--- config.mk ---
export PLATFORM = sky130hd
export DESIGN_NAME = mdcb_config_bank
export DESIGN_NICKNAME = d
export VERILOG_FILES = /design/src/hw/mdcb_pkg.sv /design/src/hw/mdcb_store_if.sv /design/src/hw/mdcb_store.sv /design/src/hw/mdcb_config_bank.sv
export VERILOG_INCLUDE_DIRS = /design/src /design/src/hw
export SDC_FILE = /design/constraint.sdc
export NUM_CORES = 1
export LEC_CHECK = 0
export BUFFER_PORTS_ARGS = -buffer_cell sky130_fd_sc_hd__buf_4
export CAP_MARGIN = 10
export CORE_MARGIN = 3
export CORE_UTILIZATION = 55
export DETAILED_ROUTE_END_ITERATION = 6
export PLACE_DENSITY = 0.91
export SLEW_MARGIN = 10
export SYNTH_ARGS = -nofsm -noshare
export SYNTH_HDL_FRONTEND = slang
export SYNTH_SLANG_ARGS = --single-unit
--- constraint.sdc ---
create_clock -name clk_in -period 8.5 [get_ports clk_in]
set_input_delay 0.85 -clock clk_in [delete_from_list [all_inputs] [get_ports clk_in]]
set_output_delay 0.85 -clock clk_in [all_outputs]
set_load 0.02 [all_outputs]
--- src/hw/mdcb_map.svh ---
`ifndef MDCB_MAP_SVH
`define MDCB_MAP_SVH
`define MDCB_ADDR_WORD_A      8'h95
`define MDCB_ADDR_WORD_B      8'h96
`define MDCB_RESET_WORD       16'h0000
`define MDCB_WORD_B_WMASK     16'hFF7F
`define MDCB_A_SPEED_TYPE     15
`define MDCB_A_FREQ_SEL       14
`define MDCB_A_KT_HI          13
`define MDCB_A_KT_LO          12
`define MDCB_A_IND_GUARD      11
`define MDCB_A_MECH_GUARD     10
`define MDCB_A_MECH_TARGET    9
`define MDCB_A_RELEASE_STATE  8
`define MDCB_A_OPEN_LOOP      7
`define MDCB_A_RAMP_HI        6
`define MDCB_A_RAMP_LO        4
`define MDCB_A_DUTY_HI        3
`define MDCB_A_DUTY_LO        2
`define MDCB_A_EDGE_HI        1
`define MDCB_A_EDGE_LO        0
`define MDCB_B_LEAD_HI        15
`define MDCB_B_LEAD_LO        14
`define MDCB_B_CUR_HI         13
`define MDCB_B_CUR_LO         10
`define MDCB_B_RATE_HI        9
`define MDCB_B_RATE_LO        8
`define MDCB_B_GAIN_HI        6
`define MDCB_B_GAIN_LO        5
`define MDCB_B_GAP_HI         4
`define MDCB_B_GAP_LO         0
`define MDCB_FREQ_LOW_KHZ     25
`define MDCB_FREQ_HIGH_KHZ    50
`define MDCB_GAP_STEP_NS      40
`define MDCB_CLK_PERIOD_NS    50
`define MDCB_ZERO_WORD        16'h0000
`define MDCB_GAP_CYC_RESET    6'h01
`endif

--- src/hw/mdcb_pkg.sv ---
package mdcb_pkg;
  typedef logic [7:0]  mdcb_addr_t;
  typedef logic [15:0] mdcb_word_t;
  typedef enum logic [1:0] {
    MDCB_SEL_NONE,
    MDCB_SEL_A,
    MDCB_SEL_B
  } mdcb_sel_t;
endpackage : mdcb_pkg

--- src/hw/mdcb_store_if.sv ---
interface mdcb_store_if;
  logic               wr_en;
  logic               sel_b;
  mdcb_pkg::mdcb_word_t wr_data;
  mdcb_pkg::mdcb_word_t word_a;
  mdcb_pkg::mdcb_word_t word_b;
  modport ctrl (output wr_en, output sel_b, output wr_data, input word_a, input word_b);
  modport store (input wr_en, input sel_b, input wr_data, output word_a, output word_b);
endinterface : mdcb_store_if

--- src/hw/mdcb_store.sv ---
`include "mdcb_map.svh"
module mdcb_store (
  // clock and reset
  input  wire logic clk_in,
  input  wire logic sys_rst_in,
  input  wire logic clk_en_in,
  // access
  mdcb_store_if.store st
);
  import mdcb_pkg::*;
  mdcb_word_t word_a_r;
  mdcb_word_t word_a_nxt;
  mdcb_word_t word_b_r;
  mdcb_word_t word_b_nxt;

  always_comb begin
    word_a_nxt = word_a_r;
    word_b_nxt = word_b_r;
    if (st.wr_en && !st.sel_b) begin
      word_a_nxt = st.wr_data;
    end
    if (st.wr_en && st.sel_b) begin
      word_b_nxt = st.wr_data & `MDCB_WORD_B_WMASK;
    end
  end

  always_ff @(posedge clk_in) begin
    if (sys_rst_in) begin
      word_a_r <= `MDCB_RESET_WORD;
      word_b_r <= `MDCB_RESET_WORD;
    end else if (clk_en_in) begin
      word_a_r <= word_a_nxt;
      word_b_r <= word_b_nxt;
    end
  end

  assign st.word_a = word_a_r;
  assign st.word_b = word_b_r;
endmodule : mdcb_store

--- src/hw/mdcb_config_bank.sv ---
// Overview of operation
// - word A bit 15 selects analog (0) or PWM (1) speed input.
// - word A bit 14 selects 25 kHz (0) or 50 kHz (1) drive frequency.
// - bits 13:12 choose torque-constant lock high/low window.
// - bit 11 enables inductive surge protection.
// - bit 10 enables mechanical surge protection.
// - bit 8 release state: brake (0) or high impedance (1).
// - bit 7 set keeps controller in open loop forever.
// - bits 3:2 set duty floor 5%/10% and below-1.5% output 0%/100%.
// - bits 1:0 select edge speed, slowest 00 to fastest 11.
// - word A at 0x95, sixteen bits read/write, resets zero.
// - word B at 0x96 holds lead, current, rate, gain, gap; bit 7 zero.
// - gap field gives (n+1) times 40 ns dead time.
// - current field 0000 disables sensing; otherwise 0.2 A times (n+1), 0001 is 0.4 A.
// - lead field gives 30, 60, 90 or 120 electrical degrees.
// - pulse rate field: 12 Hz at 00, doubling each step.
`include "mdcb_map.svh"
module mdcb_config_bank (
  // clock and reset
  input  wire logic                 clk_in,
  input  wire logic                 sys_rst_in,
  input  wire logic                 clk_en_in,
  // register port
  input  wire mdcb_pkg::mdcb_addr_t reg_addr_in,
  input  wire logic                 reg_wr_in,
  input  wire logic                 reg_rd_in,
  input  wire mdcb_pkg::mdcb_word_t reg_wdata_in,
  output logic [15:0]               reg_rdata_out,
  output logic                      reg_hit_out,
  // word A fields
  output logic                      speed_input_type_out,
  output logic                      drive_freq_select_out,
  output logic [7:0]                drive_freq_khz_out,
  output logic [1:0]                torque_const_lock_window_out,
  output logic                      inductive_surge_guard_on_out,
  output logic                      mechanical_surge_guard_on_out,
  output logic                      mechanical_surge_target_out,
  output logic                      position_sense_release_state_out,
  output logic                      stay_open_loop_out,
  output logic [2:0]                closed_loop_ramp_rate_out,
  output logic [1:0]                min_on_ratio_policy_out,
  output logic [1:0]                edge_speed_select_out,
  // word B fields
  output logic [1:0]                post_sense_lead_angle_out,
  output logic [3:0]                position_sense_current_level_out,
  output logic                      position_sense_enable_out,
  output logic [1:0]                position_sense_pulse_rate_out,
  output logic [1:0]                loop_gain_constant_out,
  output logic [4:0]                switch_gap_length_out,
  output logic [5:0]                switch_gap_cycles_out
);
  import mdcb_pkg::*;

  mdcb_store_if st ();
  mdcb_sel_t    sel;
  mdcb_word_t   rdata_r;
  mdcb_word_t   rdata_nxt;
  logic [5:0]   gap_cyc_r;
  logic [5:0]   gap_cyc_nxt;
  mdcb_word_t   word_a_view;
  mdcb_word_t   word_b_view;
  logic [7:0]   khz_r;
  logic [7:0]   khz_nxt;
  logic         sense_en_r;
  logic         sense_en_nxt;

  function automatic mdcb_sel_t decode(input mdcb_addr_t a);
    if (a == `MDCB_ADDR_WORD_A) begin
      decode = MDCB_SEL_A;
    end else if (a == `MDCB_ADDR_WORD_B) begin
      decode = MDCB_SEL_B;
    end else begin
      decode = MDCB_SEL_NONE;
    end
  endfunction : decode

  function automatic logic [7:0] khz_of(input logic fast);
    if (fast) begin
      khz_of = 8'(`MDCB_FREQ_HIGH_KHZ);
    end else begin
      khz_of = 8'(`MDCB_FREQ_LOW_KHZ);
    end
  endfunction : khz_of

  always_comb begin
    sel = decode(reg_addr_in);
  end

  assign reg_hit_out = (sel != MDCB_SEL_NONE);
  assign st.wr_en    = reg_wr_in && (sel != MDCB_SEL_NONE);
  assign st.sel_b    = (sel == MDCB_SEL_B);
  assign st.wr_data  = reg_wdata_in;

  mdcb_store u_store (
    .clk_in    (clk_in),
    .sys_rst_in(sys_rst_in),
    .clk_en_in (clk_en_in),
    .st        (st)
  );

  // read data registered; unmapped reads give zero
  always_comb begin
    rdata_nxt = rdata_r;
    if (reg_rd_in) begin
      unique case (sel)
        MDCB_SEL_A: begin
          rdata_nxt = st.word_a;
        end
        MDCB_SEL_B: begin
          rdata_nxt = st.word_b & `MDCB_WORD_B_WMASK;
        end
        MDCB_SEL_NONE: begin
          rdata_nxt = `MDCB_ZERO_WORD;
        end
      endcase
    end
  end

  // dead time in 50 ns clock cycles, rounded up: ceil((n+1)*40/50)
  always_comb begin
    logic [10:0] ns;
    ns = 11'((st.word_b[`MDCB_B_GAP_HI:`MDCB_B_GAP_LO] + 6'd1) * `MDCB_GAP_STEP_NS);
    gap_cyc_nxt = 6'((ns + 11'(`MDCB_CLK_PERIOD_NS - 1)) / 11'(`MDCB_CLK_PERIOD_NS));
  end

  always_ff @(posedge clk_in) begin
    if (sys_rst_in) begin
      rdata_r   <= `MDCB_ZERO_WORD;
      gap_cyc_r <= `MDCB_GAP_CYC_RESET;
    end else if (clk_en_in) begin
      rdata_r   <= rdata_nxt;
      gap_cyc_r <= gap_cyc_nxt;
    end
  end

  // words as they stand after this edge, so the frequency and sense-enable flops stay in step with the store
  always_comb begin
    word_a_view = st.word_a;
    word_b_view = st.word_b;
    if (st.wr_en && !st.sel_b) begin
      word_a_view = st.wr_data;
    end
    if (st.wr_en && st.sel_b) begin
      word_b_view = st.wr_data & `MDCB_WORD_B_WMASK;
    end
  end

  always_comb begin
    khz_nxt      = khz_of(word_a_view[`MDCB_A_FREQ_SEL]);
    sense_en_nxt = |word_b_view[`MDCB_B_CUR_HI:`MDCB_B_CUR_LO];
  end

  always_ff @(posedge clk_in) begin
    if (sys_rst_in) begin
      khz_r      <= 8'(`MDCB_FREQ_LOW_KHZ);
      sense_en_r <= 1'h0;
    end else if (clk_en_in) begin
      khz_r      <= khz_nxt;
      sense_en_r <= sense_en_nxt;
    end
  end

  assign reg_rdata_out = rdata_r;

  assign speed_input_type_out             = st.word_a[`MDCB_A_SPEED_TYPE];
  assign drive_freq_select_out            = st.word_a[`MDCB_A_FREQ_SEL];
  assign drive_freq_khz_out               = khz_r;
  assign torque_const_lock_window_out     = st.word_a[`MDCB_A_KT_HI:`MDCB_A_KT_LO];
  assign inductive_surge_guard_on_out     = st.word_a[`MDCB_A_IND_GUARD];
  assign mechanical_surge_guard_on_out    = st.word_a[`MDCB_A_MECH_GUARD];
  assign mechanical_surge_target_out      = st.word_a[`MDCB_A_MECH_TARGET];
  assign position_sense_release_state_out = st.word_a[`MDCB_A_RELEASE_STATE];
  assign stay_open_loop_out               = st.word_a[`MDCB_A_OPEN_LOOP];
  assign closed_loop_ramp_rate_out        = st.word_a[`MDCB_A_RAMP_HI:`MDCB_A_RAMP_LO];
  assign min_on_ratio_policy_out          = st.word_a[`MDCB_A_DUTY_HI:`MDCB_A_DUTY_LO];
  assign edge_speed_select_out            = st.word_a[`MDCB_A_EDGE_HI:`MDCB_A_EDGE_LO];

  assign post_sense_lead_angle_out        = st.word_b[`MDCB_B_LEAD_HI:`MDCB_B_LEAD_LO];
  assign position_sense_current_level_out = st.word_b[`MDCB_B_CUR_HI:`MDCB_B_CUR_LO];
  assign position_sense_enable_out        = sense_en_r;
  assign position_sense_pulse_rate_out    = st.word_b[`MDCB_B_RATE_HI:`MDCB_B_RATE_LO];
  assign loop_gain_constant_out           = st.word_b[`MDCB_B_GAIN_HI:`MDCB_B_GAIN_LO];
  assign switch_gap_length_out            = st.word_b[`MDCB_B_GAP_HI:`MDCB_B_GAP_LO];
  assign switch_gap_cycles_out            = gap_cyc_r;
endmodule : mdcb_config_bank

==> summary.md <==
| Metric | Value |
|---|---|
| Outcome | finished clean |
| Placed Cells | 626 |
| Initial DRC count | 240 |
| Syn Std Cell Area | 3861 µm² |
| Critical Path Max Stage Delay | 600 ps |
| CTS tree | built |
| N_diodes | 0 |
| DRT Pass-1 Iters | 5 |
| Die X | 89.79 µm |
| Mean area per synthesized cell | 8.027 µm² |
| Max-cap viol count | 0 |
| CP Capture Type | flop |
| CTS buffer count | 5 |
| WS Path Type | reg2reg |
| Netlist cell types | 78 |
| Std-Cell Rows | 29 |
| WL/cell | 16.52 µm |
| Fin nets | 584 |
| Clock Latency Late Sink | 310 ps |
| Largest net degree at the start of global routing | 57 |
| Register area | 1102 µm² |
| Max Clock Skew | 8.409 ps |
| Tmin final | 7592 ps |
| H-tree levels | 2 |
| Synth warnings | 0 |
| Number of hold buffers added after cts | 0 |
| Root Driver | clkbuf_8 |
| Layout Cells excl Fill | 634 |
| CTS sink count | 55 |
| CTS Buffer Depth | 2 |
| Fillers | 526 |
| Slew Viols, Final | 0 |
| CP Launch Type | flop |
| Initial antenna violation count | 0 |
| Final Wtd Congestion | 0.9529 |
| PostCTS Resize Cnt | 0 |
| Worst path slowest cell | fa_1 |
| Final worst slack | 908.3 ps |
| Core area | 6568 µm² |
| Gate Count Post-Synth | 481 |
| Crit path max-delay family | compound AO/OA/AOI/OAI gates |
| Final Hold Viols | 0 |
| Vias in the first global route | 3671 |
| Total track usage | 0.2531 |
| Hold crit path type | reg2reg |
| Initial Utilization | 0.5879 |
| Number of synthesized flops with an enable pin | 0 |
| Total setup buffers inserted after CTS | 0 |
| Worst rel slew slack | 0.2671 |
| DRC viols | 0 |
| CP Max Fanout | 16 |
| Buf+Inv Stages, Crit Path | 1 |
| Share of cells above drive strength 1 | 0.2551 |
| RSZ-0062 raised after global routing | no |
| Drt total wl | 10470 µm |
| Vias per cell | 6.082 |
| Congestion Overflow GR | 0 |
| Final period util | 0.8931 |
| Worst slack at placement | 664.3 ps |
| DIE AREA | 8061 µm² |
| # IOs | 92 |
| Leakage Power | 1.790 nW |
| Top_reg_cell synth | dfxtp_1 |
| Ys async rst share | 0 |
| CP required | 8740 ps |
| Die H | 89.79 µm |
| Fmax | 0.1317 GHz |
| Input/output buffers | 87 |
| First-pass GRT wire length | 17310 µm |
| CTS clk-pin slew, worst paths | 110 ps |
| Seq/Total Area, Yosys | 0.2852 |
| Vias | 3856 |
| Final setup violation count | 0 |
| Multi-input logic area | 2539 µm² |
| CP arrival | 7830 ps |
| P per Cell Area | 107.5 nW/µm² |
| Post-route ant nets | 0 |
| Slew @ Worst Pin | 1099 ps |
| DPL Wire Length | 7647 µm |
| Register bit total from synthesis | 55 |
| Largest vdd supply drop | 0.1130 mV |
| Setup TNS | 0 ps |
| Layout area overhead | 18.47% |
## stage by stage
step | util | cell area, µm² | hold slack, ps | total power, mW
floorplan | - | 3869 | 543.0 | 0.2953
global placement | 0.6790 | 4459 | 457.2 | 0.3163
detailed placement | 0.6790 | 4459 | 463.3 | 0.3176
CTS | 0.6959 | 4571 | 477.8 | 0.4916
global route | 0.6965 | 4574 | 510.6 | 0.5058
finish | 0.6965 | 4574 | 481.0 | 0.4919
## cells by family (layout without fill, tap and decap cells)
group	count (synthesis)	count (layout)	synth area share
AOI/OAI and AO/OA	133	133	0.2576
xor gates and xnor gates	24	24	0.07744
adders and majority gates	15	15	0.05055
buffers and inverters	49	107	0.06253
DFF	55	55	0.2852
muxes	7	7	0.01879
other	2	4	0.001945
and+or+nand+nor	196	196	0.2460
## flip-flops by register name (all words and copies together), names as in the netlist
signal and cells:
drive_freq_khz_out 2, reg_rdata_out 16, u_store.st.word_b 15, switch_gap_cycles_out 6, position_sense_enable_out 1, u_store.st.word_a 15
## placed cells by master (no fill, tap or decap), drive strengths merged, types with 4 or more instances in the layout
cell type,n
buf,89
nand2,79
dfxtp,55
nor2,46
a21oi,45
a211oi,22
a22oi,16
ha,14
xnor2,14
nand3,14
inv,11
nor3,9
xor2,9
nor4,8
o21ai,8
nand2b,7
a31oi,7
nor2b,6
and3,6
clkbuf,6
and2,5
mux2i,5
o21a,4
conb,4
a211o,4
or2,4
## power breakdown
| group | leakage [nW] | switching, mW | internal [mW] |
|---|---|---|---|
| logic | 1.29 | 0.0269 | 0.0200 |
| clock network | 0.0558 | 0.0906 | 0.0893 |
| registers | 0.446 | 0.00272 | 0.262 |
| total | 1.79 | 0.120 | 0.372 |
## worst paths after layout
path / startpoint / to / slack, ps / cells after the start
hold / removal: u_store.st.word_a[3] / u_store.st.word_a[3] / 480 / 2
setup reg to reg: u_store.st.word_b[0] / switch_gap_cycles_out[0] / 910 / 31
hold reg to reg: u_store.st.word_a[3] / u_store.st.word_a[3] / 480 / 2
setup / recovery: u_store.st.word_b[0] / switch_gap_cycles_out[0] / 910 / 31
## cell type report
cell class / count / area share
clock buffer: 6 / 0.01586
inverter: 10 / 0.008206
clock inverter: 2 / 0.008479
multi-input combinational: 379 / 0.5550
timing repair buffer: 89 / 0.1461
sequential: 55 / 0.2410
tap: 93 / 0.02544
## tightest hold or removal path: stages (launching register included)
cell and delay (ps):
dfxtp_1 340, nand2_1 50, a21oi_1 50
## cell usage after synthesis (2+ instances only)
| cell | number | area [µm²] |
|---|---|---|
| nand2_1 | 77 | 289.0 |
| dfxtp_1 | 55 | 1101 |
| a21oi_1 | 44 | 220.2 |
| nor2_1 | 44 | 165.2 |
| clkbuf_1 | 25 | 93.84 |
| a211oi_1 | 21 | 157.7 |
| a22oi_1 | 15 | 112.6 |
| ha_1 | 14 | 175.2 |
| nand3_1 | 12 | 60.06 |
| xnor2_1 | 12 | 105.1 |
| buf_4 | 9 | 67.56 |
| inv_1 | 9 | 33.78 |
| nor3_1 | 9 | 45.04 |
| nor4_1 | 8 | 50.05 |
| a31oi_1 | 7 | 43.79 |
| nand2b_1 | 7 | 43.79 |
| nor2b_1 | 6 | 37.54 |
| and2_1 | 5 | 31.28 |
| and3_1 | 5 | 31.28 |
| mux2i_1 | 5 | 50.05 |
| o21ai_0 | 5 | 25.02 |
| o21a_1 | 4 | 30.03 |
| xor2_1 | 4 | 35.03 |
| a211o_1 | 3 | 26.28 |
| buf_6 | 3 | 33.78 |
| nand3b_1 | 3 | 22.52 |
| nor3b_1 | 3 | 22.52 |
| or2_2 | 3 | 18.77 |
| xor2_2 | 3 | 48.80 |
| a311oi_1 | 2 | 17.52 |
| conb_1 | 2 | 7.510 |
| mux2_2 | 2 | 22.52 |
| nand2_2 | 2 | 12.51 |
| nand3_4 | 2 | 35.03 |
| nor2_2 | 2 | 12.51 |
| o211ai_2 | 2 | 25.02 |
| o221ai_1 | 2 | 17.52 |
| o22a_1 | 2 | 17.52 |
| o31ai_1 | 2 | 15.01 |
| xnor2_2 | 2 | 32.53 |
| xor2_4 | 2 | 55.05 |
## metal layers
layer  GRT usage  routed length, µm  vias up
met2      0.4192               5089      166
met1      0.3181               4326     1859
met3     0.06427                856       19
met4     0.09451                202        0
li1            -                  -     1812
met5           0                  0        -
(Power assumes the default switching activity.)
